`src/include/usf_defines.svh`:
```
// Purpose: register map, field positions, reset values of the serial flag block
// Assumes: 32-bit AXI4-Lite register window, word aligned offsets
// Notes: definitions only
`ifndef USF_DEFINES_SVH
`define USF_DEFINES_SVH

// register byte offsets
`define USF_MODE_OFS 8'h00
`define USF_CTRL_OFS 8'h04
`define USF_STAT_OFS 8'h08
`define USF_RDATA_OFS 8'h0C
`define USF_TDATA_OFS 8'h10
`define USF_BAUD_OFS 8'h14
`define USF_IRQ_STAT_OFS 8'h18
`define USF_IRQ_EN_OFS 8'h1C
`define USF_IRQ_CLR_OFS 8'h20

// serial_mode_reg fields
`define USF_MODE_PAR_EN 0
`define USF_MODE_PAR_ODD 1
// serial_control_reg fields
`define USF_CTRL_TX_EN 0
`define USF_CTRL_RX_EN 1
// status and interrupt layout
`define USF_FLAG_PER 0
`define USF_FLAG_FER 1
`define USF_FLAG_OER 2
`define USF_FLAG_RXF 3
`define USF_FLAG_TXE 4
`define USF_NFLAGS 5

// reset values
`define USF_BAUD_RST 16'h087A
`define USF_FLAGS_RST 5'h10
`define USF_DATA_BITS 8

// bus responses
`define USF_RESP_OKAY 2'h0
`define USF_RESP_DECERR 2'h3

`endif

```
`src/include/usf_pkg.sv`:
```
// Purpose: types shared by the serial flag block
// Assumes: usf_defines.svh included first
// Notes: flag struct order matches the status register bits
`include "usf_defines.svh"
package usf_pkg;
	// status flags, bit 0 at the bottom
	typedef struct packed {
		logic tx_empty_flag;
		logic rx_full_flag;
		logic overrun_err_flag;
		logic framing_err_flag;
		logic parity_err_flag;
	} usf_flags_t;

	typedef enum logic [2:0] {RX_IDLE, RX_START, RX_DATA, RX_PAR, RX_STOP} usf_rx_state_t;
endpackage

```
`src/rtl/usf_sync.sv`:
```
// Purpose: two flop synchroniser for an asynchronous level
// Assumes: input carries no relation to aclk
// Notes: first flop feeds only the second
`timescale 1ns/1ps
module usf_sync #(
	parameter int WIDTH = 1,
	parameter logic [WIDTH-1:0] RST_VAL = '0
) (
	input wire logic aclk,
	input wire logic aresetn,
	input wire logic [WIDTH-1:0] async_in,
	output logic [WIDTH-1:0] sync_out
);
	logic [WIDTH-1:0] meta_ff;
	logic [WIDTH-1:0] sync_ff;

	// metastability settles in meta_ff
	always_ff @(posedge aclk) begin
		if (!aresetn) begin
			meta_ff <= RST_VAL;
			sync_ff <= RST_VAL;
		end else begin
			meta_ff <= async_in;
			sync_ff <= meta_ff;
		end
	end

	assign sync_out = sync_ff;
endmodule // usf_sync

```
`src/rtl/usf_top.sv`:
```
// Purpose: serial line with framing, overrun, parity, rx full and tx empty flags
// Assumes: aclk 250 MHz, rx line asynchronous, AXI4-Lite register access
// Notes: flags clear by read-as-1 then write-0, or by buffer access
//
// The AXI4-Lite slave port and the register addresses were chosen for this implementation.
`timescale 1ns/1ps
`include "usf_defines.svh"
module usf_top import usf_pkg::*; (
	input wire logic aclk,
	input wire logic aresetn,
	input wire logic [7:0] s_axi_awaddr,
	input wire logic s_axi_awvalid,
	output logic s_axi_awready,
	input wire logic [31:0] s_axi_wdata,
	input wire logic [3:0] s_axi_wstrb,
	input wire logic s_axi_wvalid,
	output logic s_axi_wready,
	output logic [1:0] s_axi_bresp,
	output logic s_axi_bvalid,
	input wire logic s_axi_bready,
	input wire logic [7:0] s_axi_araddr,
	input wire logic s_axi_arvalid,
	output logic s_axi_arready,
	output logic [31:0] s_axi_rdata,
	output logic [1:0] s_axi_rresp,
	output logic s_axi_rvalid,
	input wire logic s_axi_rready,
	input wire logic rx_line_in,
	output logic tx_line_out,
	output logic irq_out
);
	// bus slave state
	logic aw_have_ff, w_have_ff, bvalid_ff, rvalid_ff;
	logic [7:0] awaddr_ff;
	logic [31:0] wdata_ff, rdata_ff;
	logic [3:0] wstrb_ff;
	logic [1:0] bresp_ff, rresp_ff;
	// registers
	logic [1:0] serial_mode_reg_ff, serial_control_reg_ff;
	logic [15:0] baud_div_ff;
	usf_flags_t flags_ff;
	logic [`USF_NFLAGS-1:0] armed_ff, irq_stat_ff, irq_en_ff, events;
	logic [7:0] rx_data_buffer_ff, tx_data_buffer_ff;
	// receiver
	usf_rx_state_t rx_state_ff;
	logic [15:0] rx_cnt_ff;
	logic [2:0] rx_bit_ff;
	logic [7:0] rx_shift_register_ff;
	logic rx_par_ff, rx_prev_ff, rx_s, rx_tick;
	// transmitter
	logic [10:0] tx_shift_register_ff;
	logic [3:0] tx_bits_ff;
	logic [15:0] tx_cnt_ff;

	logic wr_fire, rd_fire, wr_stat, rd_rdata, wr_tdata;
	logic rx_done, frame_bad, par_bad, rx_overrun, rx_ok, tx_load;
	logic par_en, par_odd, tx_enable_bit, rx_enable_bit;
	logic [`USF_NFLAGS-1:0] clr_req;

	// rx pin crosses into aclk; idle line is high
	usf_sync #(.WIDTH(1), .RST_VAL(1'b1)) u_rx_sync (
		.aclk(aclk),
		.aresetn(aresetn),
		.async_in(rx_line_in),
		.sync_out(rx_s)
	);

	assign par_en = serial_mode_reg_ff[`USF_MODE_PAR_EN];
	assign par_odd = serial_mode_reg_ff[`USF_MODE_PAR_ODD];
	assign tx_enable_bit = serial_control_reg_ff[`USF_CTRL_TX_EN];
	assign rx_enable_bit = serial_control_reg_ff[`USF_CTRL_RX_EN];

	// write address and data taken in either order, answered when both held
	assign s_axi_awready = !aw_have_ff && !bvalid_ff;
	assign s_axi_wready = !w_have_ff && !bvalid_ff;
	assign s_axi_arready = !rvalid_ff;
	assign wr_fire = aw_have_ff && w_have_ff && !bvalid_ff;
	assign rd_fire = s_axi_arvalid && s_axi_arready;
	assign s_axi_bvalid = bvalid_ff;
	assign s_axi_bresp = bresp_ff;
	assign s_axi_rvalid = rvalid_ff;
	assign s_axi_rresp = rresp_ff;
	assign s_axi_rdata = rdata_ff;

	always_ff @(posedge aclk) begin
		if (!aresetn) begin
			aw_have_ff <= 1'b0;
			w_have_ff <= 1'b0;
			awaddr_ff <= 8'h00;
			wdata_ff <= 32'h00000000;
			wstrb_ff <= 4'h0;
		end else begin
			if (s_axi_awvalid && s_axi_awready) begin
				aw_have_ff <= 1'b1;
				awaddr_ff <= s_axi_awaddr;
			end else if (wr_fire) begin
				aw_have_ff <= 1'b0;
			end
			if (s_axi_wvalid && s_axi_wready) begin
				w_have_ff <= 1'b1;
				wdata_ff <= s_axi_wdata;
				wstrb_ff <= s_axi_wstrb;
			end else if (wr_fire) begin
				w_have_ff <= 1'b0;
			end
		end
	end

	// write response; unmapped addresses answer decode error
	always_ff @(posedge aclk) begin
		if (!aresetn) begin
			bvalid_ff <= 1'b0;
			bresp_ff <= `USF_RESP_OKAY;
		end else if (wr_fire) begin
			bvalid_ff <= 1'b1;
			if (awaddr_ff <= `USF_IRQ_CLR_OFS && awaddr_ff[1:0] == 2'h0) begin
				bresp_ff <= `USF_RESP_OKAY;
			end else begin
				bresp_ff <= `USF_RESP_DECERR;
			end
		end else if (s_axi_bready) begin
			bvalid_ff <= 1'b0;
		end
	end

	// register writes need byte lane 0; the baud high byte also needs lane 1
	always_ff @(posedge aclk) begin
		if (!aresetn) begin
			serial_mode_reg_ff <= 2'h0;
			serial_control_reg_ff <= 2'h0;
			baud_div_ff <= `USF_BAUD_RST;
			irq_en_ff <= 5'h00;
			tx_data_buffer_ff <= 8'h00;
		end else if (wr_fire && wstrb_ff[0]) begin
			if (awaddr_ff == `USF_MODE_OFS) begin
				serial_mode_reg_ff <= wdata_ff[1:0];
			end else if (awaddr_ff == `USF_CTRL_OFS) begin
				serial_control_reg_ff <= wdata_ff[1:0];
			end else if (awaddr_ff == `USF_TDATA_OFS) begin
				tx_data_buffer_ff <= wdata_ff[7:0];
			end else if (awaddr_ff == `USF_BAUD_OFS) begin
				baud_div_ff[7:0] <= wdata_ff[7:0];
				if (wstrb_ff[1]) begin
					baud_div_ff[15:8] <= wdata_ff[15:8];
				end
			end else if (awaddr_ff == `USF_IRQ_EN_OFS) begin
				irq_en_ff <= wdata_ff[`USF_NFLAGS-1:0];
			end
		end
	end

	assign wr_stat = wr_fire && wstrb_ff[0] && awaddr_ff == `USF_STAT_OFS;
	assign wr_tdata = wr_fire && wstrb_ff[0] && awaddr_ff == `USF_TDATA_OFS;
	assign rd_rdata = rd_fire && s_axi_araddr == `USF_RDATA_OFS;
	// a 0 written clears only a bit seen as 1 by the last status read
	assign clr_req = wr_stat ? (~wdata_ff[`USF_NFLAGS-1:0] & armed_ff) : 5'h00;

	// read mux; status read arms the write-0 clear
	always_ff @(posedge aclk) begin
		if (!aresetn) begin
			rvalid_ff <= 1'b0;
			rdata_ff <= 32'h00000000;
			rresp_ff <= `USF_RESP_OKAY;
			armed_ff <= 5'h00;
		end else begin
			if (rd_fire) begin
				rvalid_ff <= 1'b1;
				rresp_ff <= `USF_RESP_OKAY;
				rdata_ff <= 32'h00000000;
				if (s_axi_araddr == `USF_MODE_OFS) begin
					rdata_ff[1:0] <= serial_mode_reg_ff;
				end else if (s_axi_araddr == `USF_CTRL_OFS) begin
					rdata_ff[1:0] <= serial_control_reg_ff;
				end else if (s_axi_araddr == `USF_STAT_OFS) begin
					rdata_ff[`USF_NFLAGS-1:0] <= flags_ff;
				end else if (s_axi_araddr == `USF_RDATA_OFS) begin
					rdata_ff[7:0] <= rx_data_buffer_ff;
				end else if (s_axi_araddr == `USF_TDATA_OFS) begin
					rdata_ff[7:0] <= tx_data_buffer_ff;
				end else if (s_axi_araddr == `USF_BAUD_OFS) begin
					rdata_ff[15:0] <= baud_div_ff;
				end else if (s_axi_araddr == `USF_IRQ_STAT_OFS) begin
					rdata_ff[`USF_NFLAGS-1:0] <= irq_stat_ff;
				end else if (s_axi_araddr == `USF_IRQ_EN_OFS) begin
					rdata_ff[`USF_NFLAGS-1:0] <= irq_en_ff;
				end else if (s_axi_araddr != `USF_IRQ_CLR_OFS) begin
					rresp_ff <= `USF_RESP_DECERR;
				end
			end else if (s_axi_rready) begin
				rvalid_ff <= 1'b0;
			end
			if (rd_fire && s_axi_araddr == `USF_STAT_OFS) begin
				armed_ff <= flags_ff;
			end else if (wr_stat) begin
				armed_ff <= 5'h00;
			end
		end
	end

	// receiver: half-bit delay to mid start bit, then one bit per divisor
	assign rx_tick = (rx_state_ff != RX_IDLE) && rx_cnt_ff == 16'h0000;
	always_ff @(posedge aclk) begin
		if (!aresetn) begin
			rx_state_ff <= RX_IDLE;
			rx_cnt_ff <= 16'h0000;
			rx_bit_ff <= 3'h0;
			rx_shift_register_ff <= 8'h00;
			rx_par_ff <= 1'b0;
			rx_prev_ff <= 1'b1;
		end else begin
			rx_prev_ff <= rx_s;
			if (rx_state_ff != RX_IDLE) begin
				rx_cnt_ff <= rx_tick ? baud_div_ff - 16'h0001 : rx_cnt_ff - 16'h0001;
			end
			case (rx_state_ff)
				RX_IDLE: begin
					if (rx_enable_bit && rx_prev_ff && !rx_s) begin
						rx_state_ff <= RX_START;
						rx_cnt_ff <= {1'b0, baud_div_ff[15:1]};
					end
				end
				RX_START: begin
					if (rx_tick) begin
						rx_state_ff <= rx_s ? RX_IDLE : RX_DATA; // glitch rejected
						rx_bit_ff <= 3'h0;
					end
				end
				RX_DATA: begin
					if (rx_tick) begin
						rx_shift_register_ff <= {rx_s, rx_shift_register_ff[7:1]};
						rx_bit_ff <= rx_bit_ff + 3'h1;
						if (rx_bit_ff == 3'h7) begin
							rx_state_ff <= par_en ? RX_PAR : RX_STOP;
						end
					end
				end
				RX_PAR: begin
					if (rx_tick) begin
						rx_par_ff <= rx_s;
						rx_state_ff <= RX_STOP;
					end
				end
				RX_STOP: begin
					if (rx_tick) begin
						rx_state_ff <= RX_IDLE;
					end
				end
				default: rx_state_ff <= RX_IDLE;
			endcase
		end
	end

	// completion checks at the stop bit sample
	assign rx_done = rx_state_ff == RX_STOP && rx_tick;
	assign frame_bad = !rx_s;
	assign par_bad = par_en && ((^{rx_shift_register_ff, rx_par_ff}) != par_odd);
	assign rx_overrun = rx_done && flags_ff.rx_full_flag;
	assign rx_ok = rx_done && !flags_ff.rx_full_flag && !frame_bad && !par_bad;

	// buffer only loads when empty, so an overrun keeps the old character
	always_ff @(posedge aclk) begin
		if (!aresetn) begin
			rx_data_buffer_ff <= 8'h00;
		end else if (rx_ok) begin
			rx_data_buffer_ff <= rx_shift_register_ff;
		end
	end

	// transmitter: frame is start, data lsb first, optional parity, stop
	assign tx_load = tx_enable_bit && !flags_ff.tx_empty_flag && tx_bits_ff == 4'h0;
	always_ff @(posedge aclk) begin
		if (!aresetn) begin
			tx_shift_register_ff <= 11'h7FF;
			tx_bits_ff <= 4'h0;
			tx_cnt_ff <= 16'h0000;
		end else if (tx_load) begin
			tx_shift_register_ff <= {1'b1, par_en ? (^tx_data_buffer_ff) ^ par_odd : 1'b1,
				tx_data_buffer_ff, 1'b0};
			tx_bits_ff <= par_en ? 4'hB : 4'hA;
			tx_cnt_ff <= baud_div_ff - 16'h0001;
		end else if (tx_bits_ff != 4'h0) begin
			if (tx_cnt_ff == 16'h0000) begin
				tx_shift_register_ff <= {1'b1, tx_shift_register_ff[10:1]};
				tx_bits_ff <= tx_bits_ff - 4'h1;
				tx_cnt_ff <= baud_div_ff - 16'h0001;
			end else begin
				tx_cnt_ff <= tx_cnt_ff - 16'h0001;
			end
		end
	end
	assign tx_line_out = tx_shift_register_ff[0];

	// status flags; every hardware set wins over a clear in the same cycle
	always_ff @(posedge aclk) begin
		if (!aresetn) begin
			flags_ff <= `USF_FLAGS_RST;
		end else begin
			if (rx_done && par_bad) begin
				flags_ff.parity_err_flag <= 1'b1;
			end else if (clr_req[`USF_FLAG_PER]) begin
				flags_ff.parity_err_flag <= 1'b0;
			end
			if (rx_done && frame_bad) begin
				flags_ff.framing_err_flag <= 1'b1;
			end else if (clr_req[`USF_FLAG_FER]) begin
				flags_ff.framing_err_flag <= 1'b0;
			end
			if (rx_overrun) begin
				flags_ff.overrun_err_flag <= 1'b1;
			end else if (clr_req[`USF_FLAG_OER]) begin
				flags_ff.overrun_err_flag <= 1'b0;
			end
			if (rx_ok) begin
				flags_ff.rx_full_flag <= 1'b1;
			end else if (rd_rdata || clr_req[`USF_FLAG_RXF]) begin
				flags_ff.rx_full_flag <= 1'b0;
			end
			if (!tx_enable_bit || tx_load) begin
				flags_ff.tx_empty_flag <= 1'b1;
			end else if (wr_tdata || clr_req[`USF_FLAG_TXE]) begin
				flags_ff.tx_empty_flag <= 1'b0;
			end
		end
	end

	// interrupt: sticky events, set beats write-1 clear
	assign events = {tx_load, rx_ok, rx_overrun, rx_done && frame_bad, rx_done && par_bad};
	always_ff @(posedge aclk) begin
		if (!aresetn) begin
			irq_stat_ff <= 5'h00;
		end else if (wr_fire && wstrb_ff[0] && awaddr_ff == `USF_IRQ_CLR_OFS) begin
			irq_stat_ff <= (irq_stat_ff & ~wdata_ff[`USF_NFLAGS-1:0]) | events;
		end else begin
			irq_stat_ff <= irq_stat_ff | events;
		end
	end
	assign irq_out = |(irq_stat_ff & irq_en_ff);
endmodule // usf_top

```
`config.mk`:
```
export PLATFORM = sky130hd
export DESIGN_NAME = usf_top
export DESIGN_NICKNAME = d
export VERILOG_FILES = /design/src/include/usf_pkg.sv /design/src/rtl/usf_sync.sv /design/src/rtl/usf_top.sv
export VERILOG_INCLUDE_DIRS = /design/src /design/src/include
export SDC_FILE = /design/constraint.sdc
export NUM_CORES = 1
export LEC_CHECK = 0
export BUFFER_PORTS_ARGS = -buffer_cell sky130_fd_sc_hd__buf_4
export CORE_MARGIN = 2
export CORE_UTILIZATION = 30
export CTS_BUF_LIST = sky130_fd_sc_hd__clkbuf_8
export CTS_CLUSTER_DIAMETER = 40
export DETAILED_ROUTE_END_ITERATION = 6
export HOLD_SLACK_MARGIN = 0.02
export PLACE_DENSITY = 0.58
export SYNTH_ARGS = -nofsm -noshare
export SYNTH_HDL_FRONTEND = slang
export SYNTH_SLANG_ARGS = --single-unit
```
`constraint.sdc`:
```
create_clock -name aclk -period 2.7 [get_ports aclk]
set_input_delay 0.54 -clock aclk [delete_from_list [all_inputs] [get_ports aclk]]
set_output_delay 0.54 -clock aclk [all_outputs]
set_load 0.01 [all_outputs]
```
Yosys cells after proc, flatten, opt, wreduce, memory -nomap -nowiden
Cells that the tools add are included.
{"block": "classes", "magnitude_cmp": 1, "n_bitwise": 12, "eq_ne": 26, "n_addsub": 5, "reduce_logical": 75, "mux": 69}
{"cell": "16-bit two-way mux", "count": 7}
{"cell": "8-bit by 5-bit equality test with 1-bit output (second input constant)", "count": 7}
{"cell": "16-bit by 1-bit subtractor with 16-bit output (second input constant)", "count": 3}
{"cell": "5-bit two-way mux", "count": 8}
{"cell": "16-bit logical NOT", "count": 2}
{"cell": "8-bit two-way mux", "count": 4}
{"cell": "10-bit two-way mux", "count": 3}
{"cell": "14-bit two-way mux", "count": 2}
{"cell": "1-bit logical AND", "count": 27}
{"cell": "2-bit two-way mux", "count": 13}
{"cell": "8-bit by 4-bit equality test with 1-bit output (second input constant)", "count": 3}
{"cell": "3-bit two-way mux", "count": 8}
{"cell": "2-bit nonzero test", "count": 12}
{"cell": "11-bit two-way mux", "count": 2}
{"cell": "6-bit AND reduction", "count": 3}
{"cell": "1-bit two-way mux", "count": 17}
{"cell": "8-bit by 3-bit equality test with 1-bit output (second input constant)", "count": 2}
{"cell": "8-bit logical NOT", "count": 2}
{"cell": "5-bit AND", "count": 3}
{"cell": "3-bit one-hot mux with 5 select lines", "count": 1}
{"cell": "4-bit two-way mux", "count": 3}
{"cell": "2-bit inequality test (second input constant)", "count": 6}
{"cell": "5-bit OR", "count": 2}
{"cell": "1-bit logical NOT", "count": 9}
{"cell": "other kinds (27)", "count": 39}
{"block": "totals", "word_cells": 223, "ff_bits": 170, "out_inout_bits": 43}

Logic depth before layout (Yosys ltp)
{"block": "depth", "ltp_word": 10, "ltp_mapped": 9, "depth_no_buf": 7}

Hierarchy
Synthesis repeated with hierarchy kept, for this count alone.
{"block": "unflattened", "hier_cells": 1025, "area_unflattened_um2": 8211.6}
{"mod": "usf_top", "instances": 1, "cells_each": 1021, "area_per_inst_um2": 8159.1}
{"mod": "usf_sync", "instances": 1, "cells_each": 4, "area_per_inst_um2": 52.6}

Least setup slack after synthesis
No wires, ideal clock.
{"block": "synth_path", "kind": "input to register", "startpoint": "in s_axi_araddr[1]", "endpoint": "reg armed_ff[0]", "path_stages": 6, "setup_ps": 128, "path_slack_ps": 375, "arrival_ps": 2197, "path_cell_list": "or4_1 -> clkbuf_1 -> nor4_1 -> a21oi_1 -> a22oi_1 -> nor2_1"}
{"block": "synth_between", "elab_chain_len": 3, "word_cells_on_any_way": 4, "cone_classes": "eq/ne (1); mux (1); reduce/logical (2)"}
{"element": "start: declaration", "line_no": "usf_top.sv:21", "text": "input wire logic [7:0] s_axi_araddr,"}
{"element": "8-bit by 4-bit equality test with 1-bit output (no line) *"}
{"element": "1-bit logical AND (no line) *"}
{"element": "5-bit two-way mux / 2-bit nonzero test (equally long branches)"}
{"element": "end signal: assignment", "line_no": "usf_top.sv:193", "text": "armed_ff <= flags_ff;"}
{"element": "end: declaration", "line_no": "usf_top.sv:42", "text": "logic [`USF_NFLAGS-1:0] armed_ff, irq_stat_ff, irq_en_ff, events;"}
Mark *: on every way between the ends. The rest lies on a longest branch, timed or not.
A chain may end at the register's enable or synchronous reset.

Final worst setup path
{"block": "layout_path", "startpoint": "reg rx_cnt_ff[11]", "endpoint": "reg rx_cnt_ff[5]"}
{"block": "layout_between", "elab_chain_len": 6}
{"element": "start: declaration", "line_no": "usf_top.sv:46", "text": "logic [15:0] rx_cnt_ff;"}
{"element": "start signal: assignment", "line_no": "usf_top.sv:213", "text": "rx_cnt_ff <= rx_tick ? baud_div_ff - 16'h0001 : rx_cnt_ff - 16'h0001;"}
{"element": "start signal: assignment", "line_no": "usf_top.sv:219", "text": "rx_cnt_ff <= {1'b0, baud_div_ff[15:1]};"}
{"element": "16-bit logical NOT *", "line_no": "usf_top.sv:201", "text": "assign rx_tick = (rx_state_ff != RX_IDLE) && rx_cnt_ff == 16'h0000;"}
{"element": "1-bit logical AND *", "line_no": "usf_top.sv:201"}
{"element": "16-bit two-way mux *", "line_no": "usf_top.sv:213"}
{"element": "16-bit two-way mux *", "line_no": "usf_top.sv:212", "text": "if (rx_state_ff != RX_IDLE) begin"}
{"element": "16-bit two-way mux", "line_no": "usf_top.sv:217", "text": "if (rx_enable_bit && rx_prev_ff && !rx_s) begin"}
{"element": "16-bit two-way mux *", "line_no": "usf_top.sv:215", "text": "case (rx_state_ff)"}
Marked as above.

==> out/results.ini <==
[status]
status=complete, no violations

[clock_tree]
cts.clk_slew.worst_paths_ns=0.10
cts_buffer_depth=2
numCtsBuffers=17
cts_tree=done
clock-sinks=168
cts-root-buf=clkbuf_8
hold_buffers=0
clk-insertion-delay-late_ns=0.48
htreeDepth=4

[setup_path]
r2r_end=rx_cnt_ff[5]
worstRegToRegCells=5
path_delay_family=simple AND/OR/NAND/NOR gates
end_kind=flip-flop
r2r_setup_slack_ns=0.18
crit_path_max_incr_delay_ns=0.59
required_ns=3.09
worst-path-buf-inv=0
cp-start-kind=flip-flop
worstPathMaxFanout=10
path_cells=or4_4, or3_4, or3_1, mux2_4, a211oi_2
cp.arrival_ns=2.91
timing_worst_setup_path_type=reg2reg
critPathSlowestCell=or3_1
rr_startpoint=rx_cnt_ff[11]

[die]
rows=61
die_h_um=172
core-area_um2=27700
die_w_um=172
die_area_um2=29500
num_io_pins=103
initial_core_util=0.305

[cells_and_area]
seq_area_um2=3360
multi_input_area_um2=4680
nets=1146
final_layout_size_suffix_gt1_frac=0.160
fillers=2970
syn_to_final_growth_pct=16.1
diodes=0

[timing]
setup_violations=0
maxSlewHeadroom=0.520
finalCritPeriodShare=0.933
rsz0062_at_grt=no
tightest_slew_ns=0.718
finalHoldViolations=0
setup_tns_ns=0
timing.hold.ws_ns=0.240
layout_min_cycle_time_ns=2.52
max_freq_ghz=0.397
fin_skew_ns=0.0133
drv_slew=0

[logic_synthesis]
ys_seq_area_frac=0.399
yosys_most_used_dff=dfxtp_1
yosysTopAreaCellShare=0.399
netlist_area_um2=8440
synthArstFlopShare=0
synth_area_leaders=dfxtp_1 (40%), nand2_1 (6.7%), mux2i_1 (4.9%), a21oi_1 (4.6%), nor2_1 (3.9%)
synth_edf_count=0
syn_area_per_cell_um2=8.28
ys_ff_latch=168
yosys_warnings=0
synthCells=1019
yosysTopAreaCell=dfxtp_1
ys_types=71

[hold_path]
hp-start=rx_line_in
worstHoldPathCells=2
hold_path.class=in2reg
min_to=u_rx_sync.meta_ff

[routing]
routed_wl_um=23800
viasPerCell=5.13
ant_nets=0
firstDrtPassIters=7
routedWlPerCell_um=16.2
drt_iter0_markers=543
vias=7536
drc_errors=0

[place]
place_hpwl_um=17000
place.port_buffers=68
globalplace.congestion=0.829

[run]
cap_violations=0

[global_routing]
track_usage=0.164
grt_pass1_vias=6933
grt_pass1_wl_um=38000
overflow=0
antenna_found_initial=1
grt_max_degree=82

[power]
power_mw=6.88
peakVddDrop_v=0.000382
leakagePower_nw=3.93
power_density_nw_per_um2=702

-- synth_stat cells (13+ instances only) --
cell type    n
a211oi_1    15
a21oi_1     77
a22oi_1     16
buf_4       18
clkbuf_1    60
dfxtp_1    168
inv_1       18
mux2i_1     41
nand2_1    151
nand2b_1    16
nand3_1     38
nor2_1      88
nor2b_1     14
nor3_1      27
nor4_1      18
o21ai_0     30
or3_1       13
xnor2_1     23
-- worst reg2reg max path: stages, from the launching register on --
cell and delay, ns:
dfxtp_1 0.35, or4_4 0.56, or3_4 0.36, or3_1 0.59, mux2_4 0.39, a211oi_2 0.20
-- placed cells by master, fill, tap and decap left out, types with 9 or more instances in the layout --
cell      Yosys  layout
conb_1        1      16
buf_4        18     107
xnor2_1      23      23
a22oi_1      16      16
a31oi_1      12      12
dfxtp_1     168     168
nand2b_1     16      16
nand3_1      38      38
a211oi_1     15      14
inv_1        18      18
o21ai_0      30      29
nor3_1       27      26
o21a_1        9       9
mux2_2       11      11
xor2_1       11      11
or3_1        13      13
nor2b_1      14      14
nor4_1       18      17
nor2_1       88      88
mux2i_1      41      41
o311ai_0      9       9
a21oi_1      77      77
nand2_1     151     151
clkbuf_8      0      18
-- logic make-up (layout without fill, tap and decap cells) --
logic type                 count (synthesis)  count (layout)  synth area share
xor gates and xnor gates                  36              36            0.0406
adders and majority gates                  8               8            0.0119
and+or+nand+nor                          419             419             0.240
AOI/OAI and AO/OA                        229             229             0.181
other                                      1              16          0.000444
DFF                                      168             168             0.399
buffers and inverters                    102             159            0.0549
muxes                                     56              56            0.0731
-- per-stage QoR --
stage	utilization	instance area, µm²	setup WS (ns)	std cells
2_1_floorplan	-	8490	0.375	1034
3_3_place_gp	0.340	9430	0.143	1437
3_5_place_dp	0.340	9430	0.0993	1437
4_1_cts	0.353	9790	0.0807	1469
5_1_grt	0.354	9800	0.0583	1469
6_report	0.354	9800	0.181	1469
-- power breakdown --
group	total, mW	internal [mW]	leakage [nW]	switching [mW]
logic	2.34	0.959	2.38	1.38
clock network	1.71	0.686	0.191	1.02
registers	2.83	2.68	1.36	0.153
total	6.88	4.32	3.93	2.56
-- registers in the layout (all words and copies together) (netlist names), 3 cells and up --
signal / flops
tx_shift_register_ff: 10
s_axi_rdata: 16
baud_div_ff: 16
rx_cnt_ff: 16
rx_shift_register_ff: 8
flags_ff: 5
rx_data_buffer_ff: 8
rx_state_ff: 3
irq_en_ff: 5
tx_data_buffer_ff: 8
tx_bits_ff: 4
rx_bit_ff: 3
wdata_ff: 16
irq_stat_ff: 5
tx_cnt_ff: 16
armed_ff: 5
awaddr_ff: 8
-- layout make-up --
cell class / instances / share of cell area
tap: 378 / 0.0483
sequential: 168 / 0.343
clock buffer: 18 / 0.0253
inverter: 18 / 0.00703
clock inverter: 14 / 0.0119
timing repair buffer: 109 / 0.0861
multi-input combinational: 764 / 0.478
-- metal layers --
metal | track usage | vias to the layer above | part of all wire
met5 | 0 | - | 0
met4 | 0.0512 | 0 | 0.018
met3 | 0.0301 | 27 | 0.051
met2 | 0.258 | 222 | 0.45
met1 | 0.226 | 3548 | 0.48
li1 | - | 3739 | -
-- repair_timing --
item	4_1_cts	5_1_grt
buffers inserted	0	0
resized for setup	0	1
setup endpoints to repair	0	1
hold endpoints to repair	0	0
-- worst max-delay path by stage --
| stage | start | endpoint | slack [ns] | depth (start not counted) |
|---|---|---|---|---|
| after global routing | rx_cnt_ff[0] | rx_shift_register_ff[7] | 0.06 | 9 |
| after global placement | rx_cnt_ff[11] | rx_bit_ff[2] | 0.14 | 5 |
| after detailed placement | rx_cnt_ff[11] | rx_bit_ff[2] | 0.1 | 5 |
| after floorplan | s_axi_araddr[1] | armed_ff[0] | 0.37 | 6 |
| after CTS | rx_cnt_ff[11] | rx_bit_ff[2] | 0.08 | 5 |
| final | rx_cnt_ff[11] | rx_cnt_ff[5] | 0.18 | 5 |
Note: power is estimated with default switching activity, not from simulation.
